File: src/design/msc_regs.svh
// Operation
// - Interrupt low while enabled flag set
// - Mask bit gates its flag onto interrupt
// - Pulse 2 direction change sets bit 5
// - Pulse 1 direction change sets bit 4
// - Wiring bits 7:4 enable current integrators
// - Wiring field selects phase B formula
// - Slot skip bit disables slot conversion
// - Mux field routes differential input pair
// - Gain field sets power-of-two gain
`ifndef MSC_REGS_SVH
`define MSC_REGS_SVH

`define MSC_ADDR_W            8
`define MSC_DATA_W            16

`define MSC_OFS_EVENT_FLAGS   8'h04
`define MSC_OFS_IRQ_ENABLE    8'h06
`define MSC_OFS_RESET_CAUSE   8'h08
`define MSC_OFS_WIRING        8'h0a
`define MSC_OFS_SLOT0         8'h10

`define MSC_RST_EVENT_FLAGS   16'h0001
`define MSC_RST_IRQ_ENABLE    16'h0001
`define MSC_RST_RESET_CAUSE   16'h0000
`define MSC_RST_WIRING        16'h0000
`define MSC_RST_SLOT0         16'h0301

// Writable bits; reserved bits read as zero, except slot0 bit 0, which reads one from reset until the first write
`define MSC_MASK_EVENTS       16'h0f3f
`define MSC_MASK_RESET_CAUSE  16'h0084
`define MSC_MASK_WIRING       16'h00f7
`define MSC_MASK_SLOT0        16'h0ffe

`define MSC_BIT_NO_CROSSING   11
`define MSC_BIT_SAG           10
`define MSC_BIT_HIGH_VOLT     9
`define MSC_BIT_EXCESS_CURR   8
`define MSC_BIT_PULSE2_DIR    5
`define MSC_BIT_PULSE1_DIR    4
`define MSC_BIT_ENERGY_WRAP   3
`define MSC_BIT_TEMP_READY    2
`define MSC_BIT_SUPPLY_FAIL   1
`define MSC_BIT_UNINIT        0

`define MSC_BIT_POWERON       7
`define MSC_BIT_PULSE2_REV    5
`define MSC_BIT_PULSE1_REV    4
`define MSC_BIT_WATCHDOG      2

`define MSC_BIT_INTEG_HI      7
`define MSC_BIT_INTEG_LO      4
`define MSC_BIT_NEUTRAL_ON    2
`define MSC_BIT_WIRING_HI     1
`define MSC_BIT_WIRING_LO     0

`define MSC_BIT_MUX_HI        11
`define MSC_BIT_MUX_LO        8
`define MSC_BIT_SLOT_SKIP     7
`define MSC_BIT_GAIN_HI       6
`define MSC_BIT_GAIN_LO       4

`define MSC_MUX_LAST_VALID    4'h6
`define MSC_GAIN_LAST_VALID   3'h5

`endif

File: src/design/msc_pkg.sv
package msc_pkg;

    typedef logic [15:0] msc_word_t;

    typedef enum logic [1:0] {
        MSC_PB_OWN,
        MSC_PB_NEG_SUM,
        MSC_PB_NEG_VA
    } msc_phase_b_e;

    typedef struct packed {
        msc_word_t flags;
    } msc_bank_s;

    typedef struct packed {
        msc_word_t    irq_enable;
        msc_word_t    reset_cause;
        msc_word_t    wiring;
        msc_word_t    slot0;
        msc_word_t    rdata;
        logic         pulse1_rev_prev;
        logic         pulse2_rev_prev;
        logic         irq_n;
        logic [3:0]   integrator_on;
        logic         neutral_on;
        msc_phase_b_e phase_b_mode;
        logic         slot_skip;
        logic [3:0]   mux_select;
        logic         mux_valid;
        logic [2:0]   gain_select;
        logic [5:0]   gain_factor;
        logic         gain_valid;
    } msc_state_s;

endpackage

File: src/design/msc_flag_bank.sv
`timescale 1ns/1ps
`include "msc_regs.svh"

// Sticky flags: hardware set wins over a host write in the same cycle
module msc_flag_bank
    import msc_pkg::*;
#(
    parameter int        W        = 16,
    parameter logic [15:0] RST_VAL = `MSC_RST_EVENT_FLAGS,
    parameter logic [15:0] WR_MASK = `MSC_MASK_EVENTS
)
(
    input  wire logic           clk,
    input  wire logic           rst_n,
    input  wire logic           wr,
    input  wire logic [W-1:0]   wdata,
    input  wire logic [W-1:0]   set,
    output msc_pkg::msc_word_t  flags
);
    import msc_pkg::*;

    msc_bank_s    st_r;
    msc_bank_s    st_nxt;
    logic [W-1:0] bit_nxt;

    genvar i;
    generate
        for (i = 0; i < W; i++)
        begin : g_bit
            assign bit_nxt[i] = WR_MASK[i] &
                ((wr ? wdata[i] : st_r.flags[i]) | set[i]);
        end
    endgenerate

    always_comb
    begin
        st_nxt       = st_r;
        st_nxt.flags = msc_word_t'(bit_nxt);
    end

    always_ff @(posedge clk or negedge rst_n)
    begin
        if (!rst_n)
            st_r <= '{flags: RST_VAL};
        else
            st_r <= st_nxt;
    end

    assign flags = st_r.flags;

endmodule

File: src/design/msc_top.sv
`timescale 1ns/1ps
`include "msc_regs.svh"

// Host-visible status, interrupt and configuration bank of the metering
// front-end. The serial engine in front of it presents decoded byte
// addresses with one-cycle read and write strobes.
module msc_top
    import msc_pkg::*;
(
    input  wire logic                   clk,
    input  wire logic                   arst_n,
    // Register port from the serial engine
    input  wire logic [7:0]             reg_addr,
    input  wire logic                   reg_wr,
    input  wire logic [15:0]            reg_wdata,
    input  wire logic                   reg_rd,
    output msc_pkg::msc_word_t          reg_rdata,

    // Metering events: one-cycle pulses, or levels that set every cycle; the two pulse directions are levels whose changes set a flag
    input  wire logic                   no_crossing_evt,
    input  wire logic                   sag_evt,
    input  wire logic                   high_line_volt_evt,
    input  wire logic                   excess_current_evt,
    input  wire logic                   energy_wrap_evt,
    input  wire logic                   temp_ready_evt,
    input  wire logic                   supply_fail_evt,
    input  wire logic                   poweron_evt,
    input  wire logic                   watchdog_evt,
    input  wire logic                   pulse1_reversed,
    input  wire logic                   pulse2_reversed,

    // Interrupt pin and decoded configuration, all registered
    output logic                        host_interrupt_n,
    output logic                        neutral_integrator_on,
    output logic                        phase_c_integrator_on,
    output logic                        phase_b_integrator_on,
    output logic                        phase_a_integrator_on,
    output logic                        neutral_current_on,
    output msc_pkg::msc_phase_b_e       phase_b_mode,
    output logic                        slot_skip,
    output logic [3:0]                  mux_select,
    output logic                        mux_valid,
    output logic [2:0]                  gain_select,
    output logic [5:0]                  gain_factor,
    output logic                        gain_valid
);
    import msc_pkg::*;

    logic       rst_meta_r;
    logic       rst_n;
    msc_state_s st_r;
    msc_state_s st_nxt;
    msc_word_t  event_flags;
    msc_word_t  event_set;
    logic       wr_events;
    logic       dir1_flip;
    logic       dir2_flip;

    // Release reset synchronously, assert it at once
    always_ff @(posedge clk or negedge arst_n)
    begin
        if (!arst_n)
        begin
            rst_meta_r <= 1'b0;
            rst_n      <= 1'b0;
        end
        else
        begin
            rst_meta_r <= 1'b1;
            rst_n      <= rst_meta_r;
        end
    end

    // Any difference from last cycle's direction is a flip; the history
    // clears with reset, so an input already reversed at release flags once
    assign dir1_flip = pulse1_reversed ^ st_r.pulse1_rev_prev;
    assign dir2_flip = pulse2_reversed ^ st_r.pulse2_rev_prev;
    assign wr_events = reg_wr && (reg_addr == `MSC_OFS_EVENT_FLAGS);

    always_comb
    begin
        // Bit 0 has no hardware source; only reset and the host set it
        event_set                               = '0;
        event_set[`MSC_BIT_NO_CROSSING]         = no_crossing_evt;
        event_set[`MSC_BIT_SAG]                 = sag_evt;
        event_set[`MSC_BIT_HIGH_VOLT]           = high_line_volt_evt;
        event_set[`MSC_BIT_EXCESS_CURR]         = excess_current_evt;
        event_set[`MSC_BIT_PULSE2_DIR]          = dir2_flip;
        event_set[`MSC_BIT_PULSE1_DIR]          = dir1_flip;
        event_set[`MSC_BIT_ENERGY_WRAP]         = energy_wrap_evt;
        event_set[`MSC_BIT_TEMP_READY]          = temp_ready_evt;
        event_set[`MSC_BIT_SUPPLY_FAIL]         = supply_fail_evt;
    end

    msc_flag_bank #(
        .W       (16),
        .RST_VAL (`MSC_RST_EVENT_FLAGS),
        .WR_MASK (`MSC_MASK_EVENTS)
    ) u_events (
        .clk   (clk),
        .rst_n (rst_n),
        .wr    (wr_events),
        .wdata (reg_wdata),
        .set   (event_set),
        .flags (event_flags)
    );

    always_comb
    begin
        st_nxt = st_r;

        st_nxt.pulse1_rev_prev = pulse1_reversed;
        st_nxt.pulse2_rev_prev = pulse2_reversed;

        // Reserved bits are dropped on write, so a careless host cannot
        // wake undefined behaviour
        if (reg_wr)
        begin
            case (reg_addr)
                `MSC_OFS_IRQ_ENABLE:
                    st_nxt.irq_enable = reg_wdata & `MSC_MASK_EVENTS;
                `MSC_OFS_RESET_CAUSE:
                    st_nxt.reset_cause = reg_wdata & `MSC_MASK_RESET_CAUSE;
                `MSC_OFS_WIRING:
                    st_nxt.wiring = reg_wdata & `MSC_MASK_WIRING;
                `MSC_OFS_SLOT0:
                    st_nxt.slot0 = reg_wdata & `MSC_MASK_SLOT0;
                default:
                    st_nxt.slot0 = st_r.slot0;
            endcase
        end

        // Reset causes are sticky; a new cause beats a host clear
        if (poweron_evt)
            st_nxt.reset_cause[`MSC_BIT_POWERON] = 1'b1;
        if (watchdog_evt)
            st_nxt.reset_cause[`MSC_BIT_WATCHDOG] = 1'b1;
        // Direction bits mirror the live pulse direction, not writable
        st_nxt.reset_cause[`MSC_BIT_PULSE2_REV] = pulse2_reversed;
        st_nxt.reset_cause[`MSC_BIT_PULSE1_REV] = pulse1_reversed;

        // Read data is captured once and held until the next read strobe
        if (reg_rd)
        begin
            case (reg_addr)
                `MSC_OFS_EVENT_FLAGS: st_nxt.rdata = event_flags;
                `MSC_OFS_IRQ_ENABLE:  st_nxt.rdata = st_r.irq_enable;
                `MSC_OFS_RESET_CAUSE: st_nxt.rdata = st_r.reset_cause;
                `MSC_OFS_WIRING:      st_nxt.rdata = st_r.wiring;
                `MSC_OFS_SLOT0:       st_nxt.rdata = st_r.slot0;
                default:              st_nxt.rdata = 16'h0000;
            endcase
        end

        // Level output: falls with any enabled flag, rises when none remain.
        // Registered so the pin cannot glitch while flags and mask change;
        // the price is one cycle of latency
        st_nxt.irq_n = ~|(event_flags & st_r.irq_enable);

        st_nxt.integrator_on =
            st_r.wiring[`MSC_BIT_INTEG_HI:`MSC_BIT_INTEG_LO];
        st_nxt.neutral_on = st_r.wiring[`MSC_BIT_NEUTRAL_ON];

        // Both 1x codes share the negated phase A formula
        case (st_r.wiring[`MSC_BIT_WIRING_HI:`MSC_BIT_WIRING_LO])
            2'b00:   st_nxt.phase_b_mode = MSC_PB_OWN;
            2'b01:   st_nxt.phase_b_mode = MSC_PB_NEG_SUM;
            default: st_nxt.phase_b_mode = MSC_PB_NEG_VA;
        endcase

        st_nxt.slot_skip  = st_r.slot0[`MSC_BIT_SLOT_SKIP];
        // Reserved mux codes pass through but are flagged invalid
        st_nxt.mux_select = st_r.slot0[`MSC_BIT_MUX_HI:`MSC_BIT_MUX_LO];
        st_nxt.mux_valid  =
            st_r.slot0[`MSC_BIT_MUX_HI:`MSC_BIT_MUX_LO] <= `MSC_MUX_LAST_VALID;

        st_nxt.gain_select = st_r.slot0[`MSC_BIT_GAIN_HI:`MSC_BIT_GAIN_LO];
        st_nxt.gain_valid  =
            st_r.slot0[`MSC_BIT_GAIN_HI:`MSC_BIT_GAIN_LO] <= `MSC_GAIN_LAST_VALID;
        // Reserved gain codes fall back to unity rather than wrap
        if (st_nxt.gain_valid)
            st_nxt.gain_factor = 6'h01 << st_nxt.gain_select;
        else
            st_nxt.gain_factor = 6'h01;
    end

    always_ff @(posedge clk or negedge rst_n)
    begin
        if (!rst_n)
        begin
            // Decoded outputs follow the registers one cycle after release
            st_r                 <= '0;
            st_r.irq_enable      <= `MSC_RST_IRQ_ENABLE;
            st_r.reset_cause     <= `MSC_RST_RESET_CAUSE;
            st_r.wiring          <= `MSC_RST_WIRING;
            st_r.slot0           <= `MSC_RST_SLOT0;
            st_r.irq_n           <= 1'b1;
            st_r.phase_b_mode    <= MSC_PB_OWN;
            st_r.gain_factor     <= 6'h01;
            st_r.gain_valid      <= 1'b1;
            st_r.mux_valid       <= 1'b1;
        end
        else
            st_r <= st_nxt;
    end

    // Every output comes straight from a flop of the state struct
    assign reg_rdata             = st_r.rdata;
    assign host_interrupt_n      = st_r.irq_n;
    assign neutral_integrator_on = st_r.integrator_on[3];
    assign phase_c_integrator_on = st_r.integrator_on[2];
    assign phase_b_integrator_on = st_r.integrator_on[1];
    assign phase_a_integrator_on = st_r.integrator_on[0];
    assign neutral_current_on    = st_r.neutral_on;
    assign phase_b_mode          = st_r.phase_b_mode;
    assign slot_skip             = st_r.slot_skip;
    assign mux_select            = st_r.mux_select;
    assign mux_valid             = st_r.mux_valid;
    assign gain_select           = st_r.gain_select;
    assign gain_factor           = st_r.gain_factor;
    assign gain_valid            = st_r.gain_valid;

endmodule

File: config.mk
export PLATFORM = sky130hd
export DESIGN_NAME = msc_top
export DESIGN_NICKNAME = d
export VERILOG_FILES = /design/src/design/msc_pkg.sv /design/src/design/msc_flag_bank.sv /design/src/design/msc_top.sv
export VERILOG_INCLUDE_DIRS = /design/src /design/src/design
export SDC_FILE = /design/constraint.sdc
export NUM_CORES = 1
export LEC_CHECK = 0
export ABC_AREA = 1
export BUFFER_PORTS_ARGS = -buffer_cell sky130_fd_sc_hd__clkbuf_2
export CAP_MARGIN = 0
export CORE_MARGIN = 10
export CORE_UTILIZATION = 29
export DETAILED_ROUTE_END_ITERATION = 12
export PLACE_DENSITY = 0.47
export REMOVE_ABC_BUFFERS = 1
export SYNTH_ARGS = -nofsm -noshare
export SYNTH_HDL_FRONTEND = slang
export SYNTH_SLANG_ARGS = --single-unit
export TNS_END_PERCENT = 100
File: constraint.sdc
create_clock -name clk -period 6.9 [get_ports clk]
set_clock_uncertainty 0.05 [all_clocks]
set_input_delay 0.69 -clock clk [delete_from_list [all_inputs] [get_ports clk]]
set_output_delay 0.69 -clock clk [all_outputs]
set_load 0.02 [all_outputs]
### Yosys cells after proc, flatten, opt, wreduce, memory -nomap -nowiden

Cells that the tools add are included.

* word-level logic and storage cells: 75
* bits in registers: 87
* bits of input ports: 39

* $lt $le $gt $ge: 2
* equality and inequality tests: 6
* multiplexer cells: 18
* shift-type cells: 1
* reduce and logical (&&, ||, !) cells: 13
* bitwise logic cells: 12

Operators with widths (count)
* 12-bit one-hot mux with 5 select lines: 1
* 40-bit two-way mux: 1
* 8-bit by 3-bit == test with 1-bit output (second input constant): 2
* 8-bit by 4-bit == test with 1-bit output (second input constant): 2
* 8-bit two-way mux: 2
* 16-bit OR reduction: 1
* 12-bit AND: 1
* 12-bit two-way mux: 1
* 1-bit two-way mux: 11
* 2-bit AND reduction: 5
* 1-bit bitwise OR: 9
* 8-bit by 5-bit == test with 1-bit output (second input constant): 1
* 2-bit nonzero test: 4
* 6-bit two-way mux: 1
* 1-bit by 3-bit << shifter with 6-bit output (first input constant): 1
* 4-bit by 3-bit <= comparator with 1-bit output (second input constant): 1
* 2-bit one-hot mux with 2 select lines: 1
* 3-bit <= comparator (second input constant): 1
* 2-bit by 1-bit == test with 1-bit output (second input constant): 1
* 2-bit logical NOT: 1
* 1-bit XOR: 2
* 1-bit logical AND: 1
* 1-bit logical NOT: 1

### Logic depth before layout (Yosys ltp)

* word-level depth: 4
* mapped depth: 8

### Cells and area by module

Synthesis repeated with hierarchy kept, for this count alone.

* cells, all modules: 440
* area, all modules: 3926.3 um^2

By module, submodules not included
* msc_top: times used 1, cells an instance 381, area an instance 3448.3 um^2
* msc_flag_bank: times used 1, cells an instance 59, area an instance 478.0 um^2

### Worst setup path before layout

Ideal clock, no wire load.

* kind: in2reg
* start point: in reg_addr[7]
* end point: reg st_r (netlist bit st_nxt[13])
* buffers on the path: 1
* slack: 5250 ps
* setup time: 126 ps
* required time: 6724 ps
* stages on the path: 7
* arrival time: 1474 ps
* cells stage by stage: nor2_2 -> nand2_2 -> nor2_4 -> nand2_2 -> buf_2 -> nand2_1 -> o21ai_0

* word-level cells in the longest chain between the ends: 2

Ends and longest elaborated chain
* start: declaration: line msc_top.sv:13 `input wire logic [7:0] reg_addr,`
* 8-bit by 5-bit == test with 1-bit output: line msc_top.sv:119 `case (reg_addr)`
* 2-bit AND reduction (no source line)
* end signal: assignment: line msc_top.sv:204 `st_r <= st_nxt;`
* end: declaration: line msc_top.sv:51 `msc_state_s st_r;`

Every way passes these cells.
A chain may end at the register's enable or synchronous reset.

### Final worst setup path

* start point: in reg_addr[4]
* end point: reg st_r (netlist bit reg_rdata[0])

* word-level cells in the longest chain between the ends: 2
* elaborated cells between the ends (all ways): 6
* classes of those cells: 5 x eq/ne; 1 x mux

Ends and longest elaborated chain
* 8-bit by 5-bit == test with 1-bit output (tied with other cells): line msc_top.sv:145 `case (reg_addr)`
* 12-bit one-hot mux with 5 select lines *: line msc_top.sv:145

Mark *: on every way between the ends. The rest lies on a longest branch, timed or not.

==> metrics list <==
* Outcome: finished clean
* Routed length per placed instance: ~15 um
* Classification of the worst-slack hold path: in -> async
* FP Rows: between 40 and 50
- Yosys attributes the largest share of cell area to sky130_fd_sc_hd__dfrtp_1 (49%), sky130_fd_sc_hd__nand2_1 (11%), sky130_fd_sc_hd__buf_4 (6.7%).
- Power density over cell area: 257 nW/um^2
- Top flip-flop cell by instance count after synthesis: sky130_fd_sc_hd__dfrtp_1
- The number of setup buffers added after CTS is 0.
* Area inside the core boundary: 12,600 um^2
* Final setup violation count: 0
- Die ar.: between 15,000 and 20,000 um^2
- Using the TritonRoute via totals, the vias-per-cell ratio works out to around 4.3.
- Net count reported at finish: about 500
- H-tree lvl count: 3
* DRC Markers: 0
- Total Neg Setup Slack: 0 ps
- Worst reg-to-reg path cell count: 0
- Worst slack on hold paths: about 74 ps
- Complex-gate fraction of the synthesized area: 10.2%
- By area, the combinational part of the netlist is dominated by simple AND/OR/NAND/NOR gates.
- Synthesis inferred between 80 and 90 register bits.
* Syn. warnings: 0
- Number of pins exceeding their max-slew limit in the final report: 0
- GRT overflow: 0
- The first routing iteration left 213 violations.
- First-pass GRT wire length: around 15,000 um
- Counting every instance in the synthesized netlist gives between 400 and 500.
- Crit path from: reg_addr[4]
* Max-cap violations: 0
- In this run the tightest slew margin relative to its limit is a little under a third.
- For this run, the top clock speed supported by timing is about 0.5 GHz.
- Mux share of post-synthesis cell area: 0%
- In this run, distinct cell masters in the synthesized netlist total 29.
- Post-layout min period: a little under 2000 ps
- Clock transition at the registers of the reported paths: ~60 ps
- Traced cell by cell, the critical path runs through clkbuf_2 -> inv_1 -> nand2_1 -> nor2_1 -> nand3_1 -> o21ai_0 -> o21ai_0 -> nand2_1.
- The number of global-route vias before repair came to roughly 2,800.
* Slowest Stage Delay on Critical Path: between 600 and 700 ps
* Post-Synth Adder-Cell Area: 0%
* Sequential-to-total area share from yosys stat: a little under three fifths
- Initial DRT Pass Iterations: 4
- Layout Area Growth over Synthesis: 16.6%
* RSZ-0062 raised after global routing: false
- I/O pin count: between 70 and 80
* Total leakage power: 2.26 nW
* Post-cts hold buffer count: 0
- CP required: just over 7000 ps
* R2r startpoint: rst_n
- Synth async-reset ratio: 100%
- Ranked by instance count, the synthesized netlist is headed by sky130_fd_sc_hd__nand2_1 (106), sky130_fd_sc_hd__dfrtp_1 (72), sky130_fd_sc_hd__inv_1 (47).
- Crit Path Category: in -> reg
- Averaged over all synthesized cells, the footprint is between 9 and 10 um^2.
* Port Buffers: 70
- For this run, the total global-route usage over all layers was measured as 10.8%.
* Critical path startpoint category: input pin
- Starting density of the core: between 20 and 30%
- The longest clock path from root to sink contains 2 buffers.
- IR drop worst, VDD: a little over 0.09 mV
- CTS Root Buffer Type: sky130_fd_sc_hd__clkbuf_16
- Proportion of layout cells with a drive suffix above 1: between 20% and 30%
- Crit share post-route: between 20 and 30%
* Die width: approximately 130 um
- The final route contains approximately 2,700 vias.
- TritonCTS built the clock tree.
* Area of the mapped netlist: about 3700 um^2
- After filler insertion, the fill cell instance count of the layout stands at 1,335.
- The floorplan step set the die height to between 100 and 150 um.
* Pin count of the biggest net entering global routing: 80
* Final estimated routing congestion in global placement: 0.794
- Number of synthesized flops with an enable pin: 0
* Worst-path cell with the longest stage delay: sky130_fd_sc_hd__nor2_1
- The final count of hold timing violations was 0.
* Most frequently used cell type in the post-synthesis netlist: sky130_fd_sc_hd__nand2_1
- Worst Setup End Kind: register
- Counting every sink on the clock net gives 81.
- Post-synthesis simple-gate area fraction: a little over a fifth
- Cell type with the largest total area after synthesis: sky130_fd_sc_hd__dfrtp_1
* Post-detail-place hpwl: between 6000 and 7000 um
- Final routed wirelength across all metal layers: slightly above 9000 um
- Worst skew pair latency: between 300 and 400 ps
- Number of cells upsized or downsized after cts: 0
- Slew at the pin closest to its max-slew limit: 1020 ps
- Number of antenna cells inserted: 0
* Remaining antenna violation count after routing: 0
- The number of clock buffers added by TritonCTS is 9.
- The synthesized netlist devotes less than 1% of its cell area to XOR and XNOR gates.
- Maximum fanout encountered on the critical timing path: 11
- Proportion of netlist area held by the largest area contributor: slightly below 50%
* Data arrival time of the critical path: approximately 2200 ps
- The initial antenna violation count came to 0.
-- critical path: cells and delay by family --
family	cells	cell delay (ps)
compound gates	2	280
buf+inv	2	200
simple gates	4	1030
-- kinds of logic after synthesis --
logic type / Yosys count
flip-flops: 81
AND/OR/NAND/NOR: 174
AO/OA/AOI/OAI: 57
buffers and inverters: 90
XOR/XNOR: 2
other: 2
-- worst paths after layout --
path,endpoint,slack (ps)
setup / recovery,reg_rdata[0],4930
hold / removal,rst_n,70
setup reg to reg,reg_rdata[3],5690
hold reg to reg,rst_n,310
max in group asynchronous,reg_rdata[3],5690
min in group clk,rst_n,310
-- where the power goes --
| group | internal [mW] | switching [mW] | total (mW) |
|---|---|---|---|
| Sequential | 0.501 | 0.0232 | 0.524 |
| Combinational | 0.0268 | 0.0524 | 0.0792 |
| Clock | 0.319 | 0.183 | 0.503 |
-- cell usage in the layout (no fill, tap or decap), types with 4 or more instances in the layout --
cell type                   synthesis  routed
sky130_fd_sc_hd__nor2_1            19      19
sky130_fd_sc_hd__dfrtp_1           72      71
sky130_fd_sc_hd__nand2_1          106     106
sky130_fd_sc_hd__clkbuf_16          0       9
sky130_fd_sc_hd__o21a_1             4       4
sky130_fd_sc_hd__nand3_1           30      30
sky130_fd_sc_hd__a21oi_1            9       9
sky130_fd_sc_hd__clkbuf_2           0      70
sky130_fd_sc_hd__o21ai_0           17      17
sky130_fd_sc_hd__nand2_2            4       4
sky130_fd_sc_hd__conb_1             2       5
sky130_fd_sc_hd__nor2_4             4       4
sky130_fd_sc_hd__o211ai_2           9       9
sky130_fd_sc_hd__nor3_1             4       4
sky130_fd_sc_hd__o21ai_1           14      14
sky130_fd_sc_hd__inv_1             47      47
sky130_fd_sc_hd__dfstp_2            9       9
sky130_fd_sc_hd__clkbuf_8           0       4
-- metrics by stage --
stage	total power, mW	worst slack, ps	utilization [%]	cells	instance area (um^2)
2_1_floorplan	0.573	4440	-	367	3410
3_3_place_gp	0.613	4630	31.7	609	3990
3_5_place_dp	0.615	4610	31.7	609	3990
4_1_cts	1.12	4960	34.3	625	4310
5_1_grt	1.15	4730	34.3	625	4310
6_report	1.11	4930	34.3	625	4310
-- registers in the layout (all words and copies together), names as in the netlist --
| name | flops |
|---|---|
| st_r | 20 |
| st_nxt | 13 |
| reg_rdata | 12 |
| u_events.flags | 10 |
| gain_factor | 6 |
| mux_select | 4 |
| gain_select | 3 |
| phase_b_mode | 2 |
| gain_valid | 1 |
| host_interrupt_n | 1 |
| mux_valid | 1 |
| neutral_current_on | 1 |
| neutral_integrator_on | 1 |
| phase_a_integrator_on | 1 |
| phase_b_integrator_on | 1 |
| phase_c_integrator_on | 1 |
| rst_meta_r | 1 |
| rst_n | 1 |
| slot_skip | 1 |
-- layer usage --
metal	global-route usage (%)	part of all wire, %	up-vias
met3	3.22	5.1	9
met1	13.8	47	1278
met4	4.58	1.6	0
met5	0	0	-
li1	-	-	1335
met2	16.6	47	48
-- layout make-up --
type | instances | area (um^2) | share of cell area, %
Multi-Input combinational cell | 238 | 1200 | 27.8
Inverter | 48 | 180 | 4.18
Clock inverter | 2 | 35.0 | 0.814
Clock buffer | 14 | 284 | 6.60
Tap cell | 172 | 215 | 5.00
Sequential cell | 81 | 2040 | 47.4
Timing Repair Buffer | 70 | 350 | 8.14
Power figures use the tool's default switching activity.
